$ cat src/hdl/pbs_pkg.sv
// shared constants, types and state names for the basic status management block
package pbs_pkg;

    // ****************************************************************
    // management register addresses
    // ****************************************************************
    localparam logic [4:0]  PBS_REG_BASIC_STATUS = 5'h01;
    localparam logic [4:0]  PBS_REG_ID_HIGH      = 5'h02;
    localparam logic [4:0]  PBS_REG_ID_LOW       = 5'h03;

    // ****************************************************************
    // basic_status bit positions
    // ****************************************************************
    localparam int          PBS_BIT_T4           = 15;
    localparam int          PBS_BIT_TX_FD        = 14;
    localparam int          PBS_BIT_TX_HD        = 13;
    localparam int          PBS_BIT_TE_FD        = 12;
    localparam int          PBS_BIT_TE_HD        = 11;
    localparam int          PBS_BIT_T2_FD        = 10;
    localparam int          PBS_BIT_T2_HD        = 9;
    localparam int          PBS_BIT_EXT_STATUS   = 8;
    localparam int          PBS_BIT_RESERVED     = 7;
    localparam int          PBS_BIT_PRE_SUPPRESS = 6;
    localparam int          PBS_BIT_AN_DONE      = 5;
    localparam int          PBS_BIT_REMOTE_FAULT = 4;
    localparam int          PBS_BIT_AN_ABILITY   = 3;
    localparam int          PBS_BIT_LINK_UP      = 2;
    localparam int          PBS_BIT_JABBER       = 1;
    localparam int          PBS_BIT_EXT_CAP      = 0;

    // ****************************************************************
    // management frame fields
    // ****************************************************************
    localparam logic [5:0]  PBS_PREAMBLE_LEN     = 6'd32;
    localparam logic        PBS_ST_FIRST         = 1'b0;
    localparam logic        PBS_ST_SECOND        = 1'b1;
    localparam logic [1:0]  PBS_OP_READ          = 2'b10;
    localparam logic [1:0]  PBS_OP_WRITE         = 2'b01;
    localparam logic [1:0]  PBS_TA_WRITE         = 2'b10;
    localparam logic        PBS_TA_DRIVE         = 1'b0;
    localparam logic [4:0]  PBS_OP_BITS          = 5'd2;
    localparam logic [4:0]  PBS_ADDR_BITS        = 5'd10;
    localparam logic [4:0]  PBS_TA_BITS          = 5'd2;
    localparam logic [4:0]  PBS_DATA_BITS        = 5'd16;
    localparam logic        PBS_IDLE_LEVEL       = 1'b1;

    // ****************************************************************
    // types
    // ****************************************************************
    typedef struct packed {
        logic an_complete;
        logic remote_fault;
        logic link_ok;
        logic jabber;
        logic speed_10;
    } pbs_status_in_s;

    typedef struct packed {
        logic an_done;
        logic remote_fault;
        logic link_up;
        logic jabber;
    } pbs_latch_s;

    typedef enum logic [2:0] {
        PBS_ST_PRE,
        PBS_ST_IDLE,
        PBS_ST_START,
        PBS_ST_OP,
        PBS_ST_ADDR,
        PBS_ST_TA,
        PBS_ST_RDATA,
        PBS_ST_WDATA
    } pbs_state_e;

endpackage : pbs_pkg

$ cat src/hdl/pbs_sync2.sv
// two-flop synchroniser for the management pins
module pbs_sync2
    import pbs_pkg::*;
#(
    parameter int WIDTH = 2
) (
    input  wire logic             clk,
    input  wire logic             rst_n,
    input  wire logic [WIDTH-1:0] async_in,
    output logic      [WIDTH-1:0] sync_out
);

    logic [WIDTH-1:0] meta_reg;

    // first stage feeds only the second stage; idle level is high
    always_ff @(posedge clk) begin
        if (!rst_n) begin
            meta_reg <= '1;
            sync_out <= '1;
        end else begin
            meta_reg <= async_in;
            sync_out <= meta_reg;
        end
    end

endmodule : pbs_sync2

$ cat src/hdl/pbs_status_latch.sv
// latched status bits of the basic status register
module pbs_status_latch
    import pbs_pkg::*;
(
    input  wire logic           clk,
    input  wire logic           rst_n,
    input  pbs_status_in_s      status_in,
    input  wire logic           rearm,
    input  pbs_latch_s          reported,
    output pbs_latch_s          latched
);

    logic jabber_event;

    // jabber only counts while running at 10 Mbit/s
    assign jabber_event = status_in.jabber & status_in.speed_10;

    // ****************************************************************
    // latch update; a new event wins over the clear of a read
    // ****************************************************************
    always_ff @(posedge clk) begin
        if (!rst_n) begin
            latched <= '0;
        end else begin
            latched.an_done      <= status_in.an_complete;
            // only the value that was shifted out is cleared
            latched.remote_fault <= status_in.remote_fault
                                  | (latched.remote_fault
                                     & ~(rearm & reported.remote_fault));
            latched.jabber       <= jabber_event
                                  | (latched.jabber & ~(rearm & reported.jabber));
            // low latch: a failure drops it, a read with good link lifts it
            latched.link_up      <= status_in.link_ok
                                  & (latched.link_up | rearm);
        end
    end

endmodule : pbs_status_latch

$ cat src/hdl/pbs_basic_status.sv
// serial management slave holding the basic status and identifier registers
//
// Behaviour
// - bits 14 to 11 always read one: TX and Te duplex capabilities.
// - bits 15, 10 and 9 always read zero: no T4, no T2.
// - bit 8 always one: extended gigabit status register exists.
// - bit 7 reserved, reads zero; controller writes zero.
// - bit 6 one; frames accepted without preamble after first 32 ones.
// - bit 5 shows auto-negotiation done; zero after reset.
// - bit 4 latches remote fault, cleared only by read or reset.
// - bit 3 always one: auto-negotiation ability.
// - bit 2 drops on link failure, rises only on good link and read.
// - bit 1 latches jabber at 10 Mbit/s until read or reset.
// - bit 0 always one: extended register set present.
// - identifier registers present one 32-bit identifier code.
// - basic status answers at register address one over management.
// - latched-high bits hold one, latched-low bits hold zero until read.
module pbs_basic_status
    import pbs_pkg::*;
#(
    parameter logic [4:0]  PHY_ADDR = 5'h00,
    parameter logic [31:0] ID_CODE  = 32'h0012_3450 // arbitrary identifier value
) (
    input  wire logic       clk,
    input  wire logic       rst_n,
    input  wire logic       mdc,
    input  wire logic       mdio_in,
    output logic            mdio_out,
    output logic            mdio_oe_n,
    input  pbs_status_in_s  status_in
);

    // ****************************************************************
    // declarations
    // ****************************************************************
    logic [1:0]  pins_sync;
    logic        mdc_s;
    logic        mdio_s;
    logic        mdc_d_reg;
    logic        mdc_rise;

    pbs_state_e  state_reg;
    logic [4:0]  bit_cnt_reg;
    logic [5:0]  pre_cnt_reg;
    logic [1:0]  op_reg;
    logic [9:0]  addr_reg;
    logic        ta_first_reg;

    logic [15:0] tx_shift_reg;
    pbs_latch_s  snap_reg;
    logic        rearm_reg;
    pbs_latch_s  latched;

    logic        is_read;
    logic        addr_hit;
    logic        drive_start;
    logic        drive_ta_end;
    logic        drive_last;

    // ****************************************************************
    // helpers
    // ****************************************************************

    // true on the sample that completes a field of n bits
    function automatic logic field_done(input logic [4:0] cnt, input logic [4:0] n);
        field_done = (cnt == (n - 5'd1));
    endfunction : field_done

    // content of one management register
    function automatic logic [15:0] reg_value(input logic [4:0] regad,
                                              input pbs_latch_s lat);
        logic [15:0] v;
        v = '0;
        case (regad)
            PBS_REG_BASIC_STATUS: begin
                v[PBS_BIT_TX_FD]        = 1'b1;
                v[PBS_BIT_TX_HD]        = 1'b1;
                v[PBS_BIT_TE_FD]        = 1'b1;
                v[PBS_BIT_TE_HD]        = 1'b1;
                v[PBS_BIT_T4]           = 1'b0;
                v[PBS_BIT_T2_FD]        = 1'b0;
                v[PBS_BIT_T2_HD]        = 1'b0;
                v[PBS_BIT_EXT_STATUS]   = 1'b1;
                v[PBS_BIT_RESERVED]     = 1'b0;
                v[PBS_BIT_PRE_SUPPRESS] = 1'b1;
                v[PBS_BIT_AN_DONE]      = lat.an_done;
                v[PBS_BIT_REMOTE_FAULT] = lat.remote_fault;
                v[PBS_BIT_AN_ABILITY]   = 1'b1;
                v[PBS_BIT_LINK_UP]      = lat.link_up;
                v[PBS_BIT_JABBER]       = lat.jabber;
                v[PBS_BIT_EXT_CAP]      = 1'b1;
            end
            PBS_REG_ID_HIGH: begin
                v = ID_CODE[31:16];
            end
            PBS_REG_ID_LOW: begin
                v = ID_CODE[15:0];
            end
            default: begin
                v = '0; // unmapped registers read zero
            end
        endcase
        reg_value = v;
    endfunction : reg_value

    // ****************************************************************
    // pin synchronisation and clock edge detection
    // ****************************************************************
    pbs_sync2 #(
        .WIDTH    (2)
    ) u_sync (
        .clk      (clk),
        .rst_n    (rst_n),
        .async_in ({mdc, mdio_in}),
        .sync_out (pins_sync)
    );

    assign mdc_s  = pins_sync[1];
    assign mdio_s = pins_sync[0];

    // delayed management clock for rising edge detection
    always_ff @(posedge clk) begin
        if (!rst_n) begin
            mdc_d_reg <= 1'b1;
        end else begin
            mdc_d_reg <= mdc_s;
        end
    end

    assign mdc_rise = mdc_s & ~mdc_d_reg;

    // ****************************************************************
    // frame decode
    // ****************************************************************
    assign is_read      = (op_reg == PBS_OP_READ);
    assign addr_hit     = (addr_reg[9:5] == PHY_ADDR);
    // end of first turnaround bit of a read addressed to us
    assign drive_start  = mdc_rise && (state_reg == PBS_ST_TA) && (bit_cnt_reg == 5'd0)
                        && is_read && addr_hit;
    assign drive_ta_end = mdc_rise && (state_reg == PBS_ST_TA) && (bit_cnt_reg != 5'd0)
                        && is_read && addr_hit;
    assign drive_last   = mdc_rise && (state_reg == PBS_ST_RDATA) && addr_hit
                        && field_done(bit_cnt_reg, PBS_DATA_BITS);

    // frame sequencer, one step per management clock rising edge
    always_ff @(posedge clk) begin
        if (!rst_n) begin
            state_reg    <= PBS_ST_PRE;
            bit_cnt_reg  <= '0;
            pre_cnt_reg  <= '0;
            op_reg       <= '0;
            addr_reg     <= '0;
            ta_first_reg <= 1'b0;
        end else if (mdc_rise) begin
            case (state_reg)
                PBS_ST_PRE: begin
                    // full preamble needed only after reset or a bad frame
                    if (mdio_s == PBS_IDLE_LEVEL) begin
                        if (pre_cnt_reg == (PBS_PREAMBLE_LEN - 6'd1)) begin
                            state_reg   <= PBS_ST_IDLE;
                            pre_cnt_reg <= '0;
                        end else begin
                            pre_cnt_reg <= pre_cnt_reg + 6'd1;
                        end
                    end else begin
                        pre_cnt_reg <= '0;
                    end
                end
                PBS_ST_IDLE: begin
                    // preamble may be suppressed: wait straight for start
                    if (mdio_s == PBS_ST_FIRST) begin
                        state_reg <= PBS_ST_START;
                    end
                end
                PBS_ST_START: begin
                    bit_cnt_reg <= '0;
                    if (mdio_s == PBS_ST_SECOND) begin
                        state_reg <= PBS_ST_OP;
                    end else begin
                        state_reg <= PBS_ST_IDLE;
                    end
                end
                PBS_ST_OP: begin
                    op_reg <= {op_reg[0], mdio_s};
                    if (field_done(bit_cnt_reg, PBS_OP_BITS)) begin
                        bit_cnt_reg <= '0;
                        if (({op_reg[0], mdio_s} == PBS_OP_READ)
                            || ({op_reg[0], mdio_s} == PBS_OP_WRITE)) begin
                            state_reg <= PBS_ST_ADDR;
                        end else begin
                            state_reg   <= PBS_ST_PRE;
                            pre_cnt_reg <= '0;
                        end
                    end else begin
                        bit_cnt_reg <= bit_cnt_reg + 5'd1;
                    end
                end
                PBS_ST_ADDR: begin
                    addr_reg <= {addr_reg[8:0], mdio_s};
                    if (field_done(bit_cnt_reg, PBS_ADDR_BITS)) begin
                        bit_cnt_reg <= '0;
                        state_reg   <= PBS_ST_TA;
                    end else begin
                        bit_cnt_reg <= bit_cnt_reg + 5'd1;
                    end
                end
                PBS_ST_TA: begin
                    ta_first_reg <= mdio_s;
                    if (field_done(bit_cnt_reg, PBS_TA_BITS)) begin
                        bit_cnt_reg <= '0;
                        if (is_read) begin
                            state_reg <= PBS_ST_RDATA;
                        end else if ({ta_first_reg, mdio_s} == PBS_TA_WRITE) begin
                            state_reg <= PBS_ST_WDATA;
                        end else begin
                            state_reg   <= PBS_ST_PRE;
                            pre_cnt_reg <= '0;
                        end
                    end else begin
                        bit_cnt_reg <= bit_cnt_reg + 5'd1;
                    end
                end
                PBS_ST_RDATA, PBS_ST_WDATA: begin
                    // written data is discarded: every bit here is read-only
                    if (field_done(bit_cnt_reg, PBS_DATA_BITS)) begin
                        bit_cnt_reg <= '0;
                        state_reg   <= PBS_ST_IDLE;
                    end else begin
                        bit_cnt_reg <= bit_cnt_reg + 5'd1;
                    end
                end
                default: begin
                    state_reg <= PBS_ST_PRE;
                end
            endcase
        end
    end

    // ****************************************************************
    // read data driver
    // ****************************************************************

    // drive zero in second turnaround bit, then sixteen data bits msb first
    always_ff @(posedge clk) begin
        if (!rst_n) begin
            mdio_out     <= PBS_IDLE_LEVEL;
            mdio_oe_n    <= 1'b1;
            tx_shift_reg <= '0;
        end else if (drive_start) begin
            mdio_out     <= PBS_TA_DRIVE;
            mdio_oe_n    <= 1'b0;
            tx_shift_reg <= reg_value(addr_reg[4:0], latched);
        end else if (drive_ta_end) begin
            mdio_out     <= tx_shift_reg[15];
            tx_shift_reg <= {tx_shift_reg[14:0], 1'b0};
        end else if (drive_last) begin
            mdio_out     <= PBS_IDLE_LEVEL; // release after the last data bit
            mdio_oe_n    <= 1'b1;
        end else if (mdc_rise && (state_reg == PBS_ST_RDATA) && addr_hit) begin
            mdio_out     <= tx_shift_reg[15];
            tx_shift_reg <= {tx_shift_reg[14:0], 1'b0};
        end
    end

    // ****************************************************************
    // clear on read
    // ****************************************************************

    // snapshot what is shifted out; re-arm once a read of the basic status register ends
    always_ff @(posedge clk) begin
        if (!rst_n) begin
            snap_reg  <= '0;
            rearm_reg <= 1'b0;
        end else begin
            if (drive_start) begin
                snap_reg <= latched;
            end
            rearm_reg <= drive_last && (addr_reg[4:0] == PBS_REG_BASIC_STATUS);
        end
    end

    pbs_status_latch u_latch (
        .clk       (clk),
        .rst_n     (rst_n),
        .status_in (status_in),
        .rearm     (rearm_reg),
        .reported  (snap_reg),
        .latched   (latched)
    );

endmodule : pbs_basic_status

$ cat config.mk
export PLATFORM = sky130hd
export DESIGN_NAME = pbs_basic_status
export DESIGN_NICKNAME = d
export VERILOG_FILES = /design/src/hdl/pbs_pkg.sv /design/src/hdl/pbs_sync2.sv /design/src/hdl/pbs_status_latch.sv /design/src/hdl/pbs_basic_status.sv
export SDC_FILE = /design/constraint.sdc
export NUM_CORES = 1
export LEC_CHECK = 0
export BUFFER_PORTS_ARGS = -buffer_cell sky130_fd_sc_hd__buf_2
export CAP_MARGIN = 20
export CORE_ASPECT_RATIO = 2
export CORE_MARGIN = 2
export CORE_UTILIZATION = 30
export DETAILED_ROUTE_END_ITERATION = 16
export PLACE_DENSITY = 0.54
export SLEW_MARGIN = 20
export SYNTH_ARGS = -nofsm -noshare
export SYNTH_HDL_FRONTEND = slang
export SYNTH_SLANG_ARGS = --single-unit
$ cat constraint.sdc
create_clock -name clk -period 2.6 [get_ports clk]
set_input_delay 0.13 -clock clk [delete_from_list [all_inputs] [get_ports clk]]
set_output_delay 0.13 -clock clk [all_outputs]
set_load 0.01 [all_outputs]
# Word level (Yosys, flattened, before mapping)
# Cells that the tools add are included.
# op_classes
n_addsub	2
multipliers	0
n_div	0
order_cmp	0
n_eq_ne	30
shift	0
n_mux	36
n_bitwise	13
reduce_logical	31
# op_table
operator	n
$mux 16	4
$pmux 15 s3	1
$mux 6	7
$mux 3	10
$pmux 3 s7	1
$pmux 5 s4	1
$ne 2x2->1 const B	9
$pmux 6 s3	1
$mux 5	3
$eq 3x3->1 const B	4
$reduce_and 2->1	6
$logic_and 1x1->1	11
$eq 5x1->1 const B	2
$eq 5x2->1 const B	2
$eq 5x4->1 const B	2
$logic_not 5->1	2
$reduce_and 8->1	1
$reduce_bool 4->1	2
$and 1x1->1	7
$mux 1	7
$reduce_and 7->1	1
$add 6x1->6 const B	1
$eq 2x2->1 const B	3
$eq 3x2->1 const B	2
other kinds (15)	22
# totals
reg_bits	57
latchBits	0
ram_bits	0
romBits	0
input_bits	9
memories	0

# Longest topological paths before layout
# logic_depth
depth_word	8
mapped_depth	8
depth_no_buf	7

# Modules after synthesis
# From an unflattened synthesis, not the netlist that was laid out.
# unflattened
hier_cells	325
area_unflattened_um2	2767.7
# modules_own_cells
mod	instances	cells_per_inst	area_each_um2	seq_area_each_um2
pbs_basic_status	1	305	2531.2	1021.0
pbs_status_latch	1	12	131.4	80.1
pbs_sync2	1	8	105.1	80.1

# Worst setup path after synthesis
# No wires, ideal clock.
# synth_timing
path_type	reg-to-reg
startpoint	register bit_cnt_reg[0]
endpoint	register tx_shift_reg[3]
t_arrival_ps	1882
t_required_ps	2509
slack_ps	627
stages_incl_launch_ff	8
path_buffers	0
path_cell_list	dfxtp_1 > inv_1 > ha_1 > or4b_4 > nor4_2 > nand2_1 > or4_4 > a311oi_1
# synth_via
elab_chain_cells	6
elab_cells_between_ends	15
classes_between	2 x eq/ne; 2 x mux; 11 x reduce/logical
# synth_lines
element	line	source
from (decl)	pbs_basic_status.sv:43	logic [4:0] bit_cnt_reg;
from (signal assigned)	pbs_basic_status.sv:195	bit_cnt_reg <= bit_cnt_reg + 5'd1;
from (signal assigned)	pbs_basic_status.sv:204	bit_cnt_reg <= bit_cnt_reg + 5'd1;
from (signal assigned)	pbs_basic_status.sv:220	bit_cnt_reg <= bit_cnt_reg + 5'd1;
$logic_not 5->1 or $reduce_bool 5->1 (tied branches)	pbs_basic_status.sv:138, pbs_basic_status.sv:140	
$logic_and 1x1->1 (on tied branches)	pbs_basic_status.sv:138, pbs_basic_status.sv:140	
$logic_and 1x1->1 (on tied branches) (2 in a row)	pbs_basic_status.sv:139, pbs_basic_status.sv:141	
$ne 3x3->1 (no line), or another cell as far along	--	
$reduce_and 2->1 (no line) or $mux 16 (tied branches)	--	
to (signal assigned)	pbs_basic_status.sv:252	tx_shift_reg <= reg_value(addr_reg[4:0], latched);
to (signal assigned)	pbs_basic_status.sv:255	tx_shift_reg <= {tx_shift_reg[14:0], 1'b0};
to (signal assigned)	pbs_basic_status.sv:261	tx_shift_reg <= {tx_shift_reg[14:0], 1'b0};
to (decl)	pbs_basic_status.sv:49	logic [15:0] tx_shift_reg;
# Parallel ways exist; a longest one is shown, timed or not.
# A chain may end at the register's enable or synchronous reset.

# Final worst setup path
# layout_timing
startpoint	register bit_cnt_reg[0]
endpoint	register tx_shift_reg[8]
# The elaborated chain is that of the path after synthesis.

==> metrics.cfg <==
[layout]
ff_latch_area_um2 = 1140
diodes = 0
fillers = 958
multiInputGateArea_um2 = 1480
largest_reg_flops = 16
drive_gt1_share_pct = 13.8
syn_to_final_growth_pct = 19.0
final_nets = 359

[outcome]
outcome = completed

[critical_path]
crit_path_end_kind = flop
crit_fanout = 5
cpPeakStageDelay_ns = 0.48
crit_slowest_cell = or4b_4
reg2reg_setup_slack_ns = 0.46
required_ns = 2.82
crit_type = flop to flop
worstPathCellList = inv_1, ha_1, or4b_4, nor4_2, nand2_1, or4_4, a311oi_1
cp_top_family = simple AND/OR/NAND/NOR gates
crit_buf_inv = 1
reg2regPathDepth = 7
startpoint_type = flop
arrival_ns = 2.36
path_depth = 7

[floorplanning]
io_pins = 11
die_height_um = 139
coreArea_um2 = 8950
start_util_pct = 30.6
rows = 49
die_x_um = 71.5
die_area_um2 = 9950

[placement]
gp_congestion = 0.796
dp_hpwl_um = 4680
numPortBuffers = 10

[logic_synthesis]
avgSynthCellArea_um2 = 8.35
ys_seq_area_share_pct = 41.7
syn_area_um2 = 2740
synth_seq_cells = 57
ys_types = 55
synth_ff_type = dfxtp_1
synth_edf_count = 0
async_flop_share_pct = 0
syn-num-nets = 344
syn_inst = 328
ys_warn_count = 0

[detailed_routing]
routed_wl_um = 6500
drtAntennaViolNets = 0
wl_per_cell_um = 14.4
firstDrtPassIters = 4
vias = 2343
drt_iter0_drc = 72
drc = 0
viasPerCell = 5.21

[global_route]
antenna_found_initial = 0
use_met2_pct = 25.1
grt_pass1_vias = 2380
groute.usage.overall_pct = 14.3
gr-usage-met3_pct = 2.76
top_usage_layer = met2
grt-ovfl-total = 0
grt_use_met1_pct = 15.2
grt_pass1_wl_um = 11300
grt_max_degree = 31

[clock_network]
ctsHoldBuffers = 3
clkTransAtPathRegs_ns = 0.05
postCtsSetupBuffers = 0
clock_latency_ns = 0.33
root_buffer = clkbuf_16
cts_max_level = 3
ctsResizeCount = 0
numCtsBuffers = 9
clock_sinks = 57
cts_tree = done
cts_buffer_depth = 2

[pwr]
vdd_drop_max_mv = 0.485
p_leak_nw = 1.11
powerDensity_nw_per_um2 = 645

[min_path]
whs_path_depth = 3
hold_class = primary input to flop

[timing]
slew_viol_final = 0
setup_tns_ns = 0
tightest_slew_ns = 0.897
max_freq_mhz = 468
fin_skew_ns = 0.00344
final-hold-violation-count = 0
relSlewSlack_pct = 40.2
setup_viol = 0
worst_hold_slack_ns = 0.0146
fin_crit_sh_pct = 82.2
rsz0062_at_grt = no
min_period_ns = 2.14

[job]
maxCapViolCount = 0

tightest hold or removal path: cells and delay by family:
kind	cells	cell delay, ns
buffers and inverters	1	0.08
AND/OR/NAND/NOR	1	0.07
AO/OA/AOI/OAI	1	0.03
placed cells by master, fill, tap and decap left out, types with 3 or more instances in the layout:
cell type	netlist	routed
buf_2	1	10
buf_4	0	13
dfxtp_1	57	57
a311oi_1	4	4
nor2b_1	5	5
clkbuf_16	0	9
o211ai_1	5	5
inv_1	9	9
nand4b_1	3	3
ha_1	7	7
nand2b_1	16	16
dlygate4sd3_1	0	3
nand2_1	41	41
a21oi_1	20	19
nor2_1	23	23
and3_1	3	3
o21ai_1	5	5
nand3_1	16	16
o21ai_0	16	16
a31oi_1	9	9
nor3_1	9	8
mux2i_1	13	13
cells in the mapped netlist, types with 3 or more instances:
cell	number	area share, %
o211ai_1	5	1.4
and3_1	3	0.69
dfxtp_1	57	42
inv_1	9	1.2
nor2_1	23	3.2
a21oi_1	20	3.7
nand2_1	41	5.6
o21ai_1	5	0.91
nand2b_1	16	3.7
nor3_1	9	1.6
nand3_1	16	2.9
clkbuf_1	17	2.3
nor2b_1	5	1.1
buf_1	3	0.41
nand4b_1	3	0.96
a31oi_1	9	2.1
a311oi_1	4	1.3
ha_1	7	3.2
o21ai_0	16	2.9
mux2i_1	13	4.8
final cells by class:
class | instances | share of cell area [%]
clock buffer | 11 | 7.45
clock inverter | 5 | 1.69
inverter | 10 | 1.15
multi-input combinational | 239 | 45.3
sequential | 57 | 35.0
tap | 102 | 3.92
timing repair buffer | 26 | 5.45
power breakdown:
part	switching, mW	internal (mW)
clock	0.402	0.763
combinational	0.0299	0.0202
sequential	0.00446	0.882
per-stage QoR:
stage / area [µm²] / std cells / setup WS, ns / power [mW] / utilization, %
floorplan: 2740 / 328 / 0.627 / 0.930 / -
global placement: 2930 / 431 / 0.545 / 0.950 / 32.7
detailed placement: 2930 / 431 / 0.437 / 0.951 / 32.7
CTS: 3260 / 450 / 0.418 / 2.13 / 36.4
global route: 3260 / 450 / 0.317 / 2.18 / 36.4
finish: 3260 / 450 / 0.464 / 2.10 / 36.4
kinds of logic (layout without fill, tap and decap cells):
group	after synthesis	in the layout	synth area share (%)
xor gates and xnor gates	3	3	0.960
buffers and inverters	32	52	4.71
muxes	13	13	4.75
adders and majority gates	7	7	3.20
and+or+nand+nor	140	140	26.8
DFF	57	57	41.7
AOI/OAI and AO/OA	76	76	17.9
worst paths after layout:
check                startpoint                  to
min                status_in[3]  u_latch.latched[2]
max reg2reg      bit_cnt_reg[0]     tx_shift_reg[8]
max              bit_cnt_reg[0]     tx_shift_reg[8]
min reg2reg  u_sync.meta_reg[1]  u_sync.sync_out[1]
routing by layer:
layer	wire [µm]	up-vias	share of wire (%)
met3	146	17	2.2
met2	3480	28	54
met4	244	0	3.8
met1	2620	1094	40
li1	-	1204	-
met5	0	-	0
No activity file was read; power rests on OpenSTA's default activity.
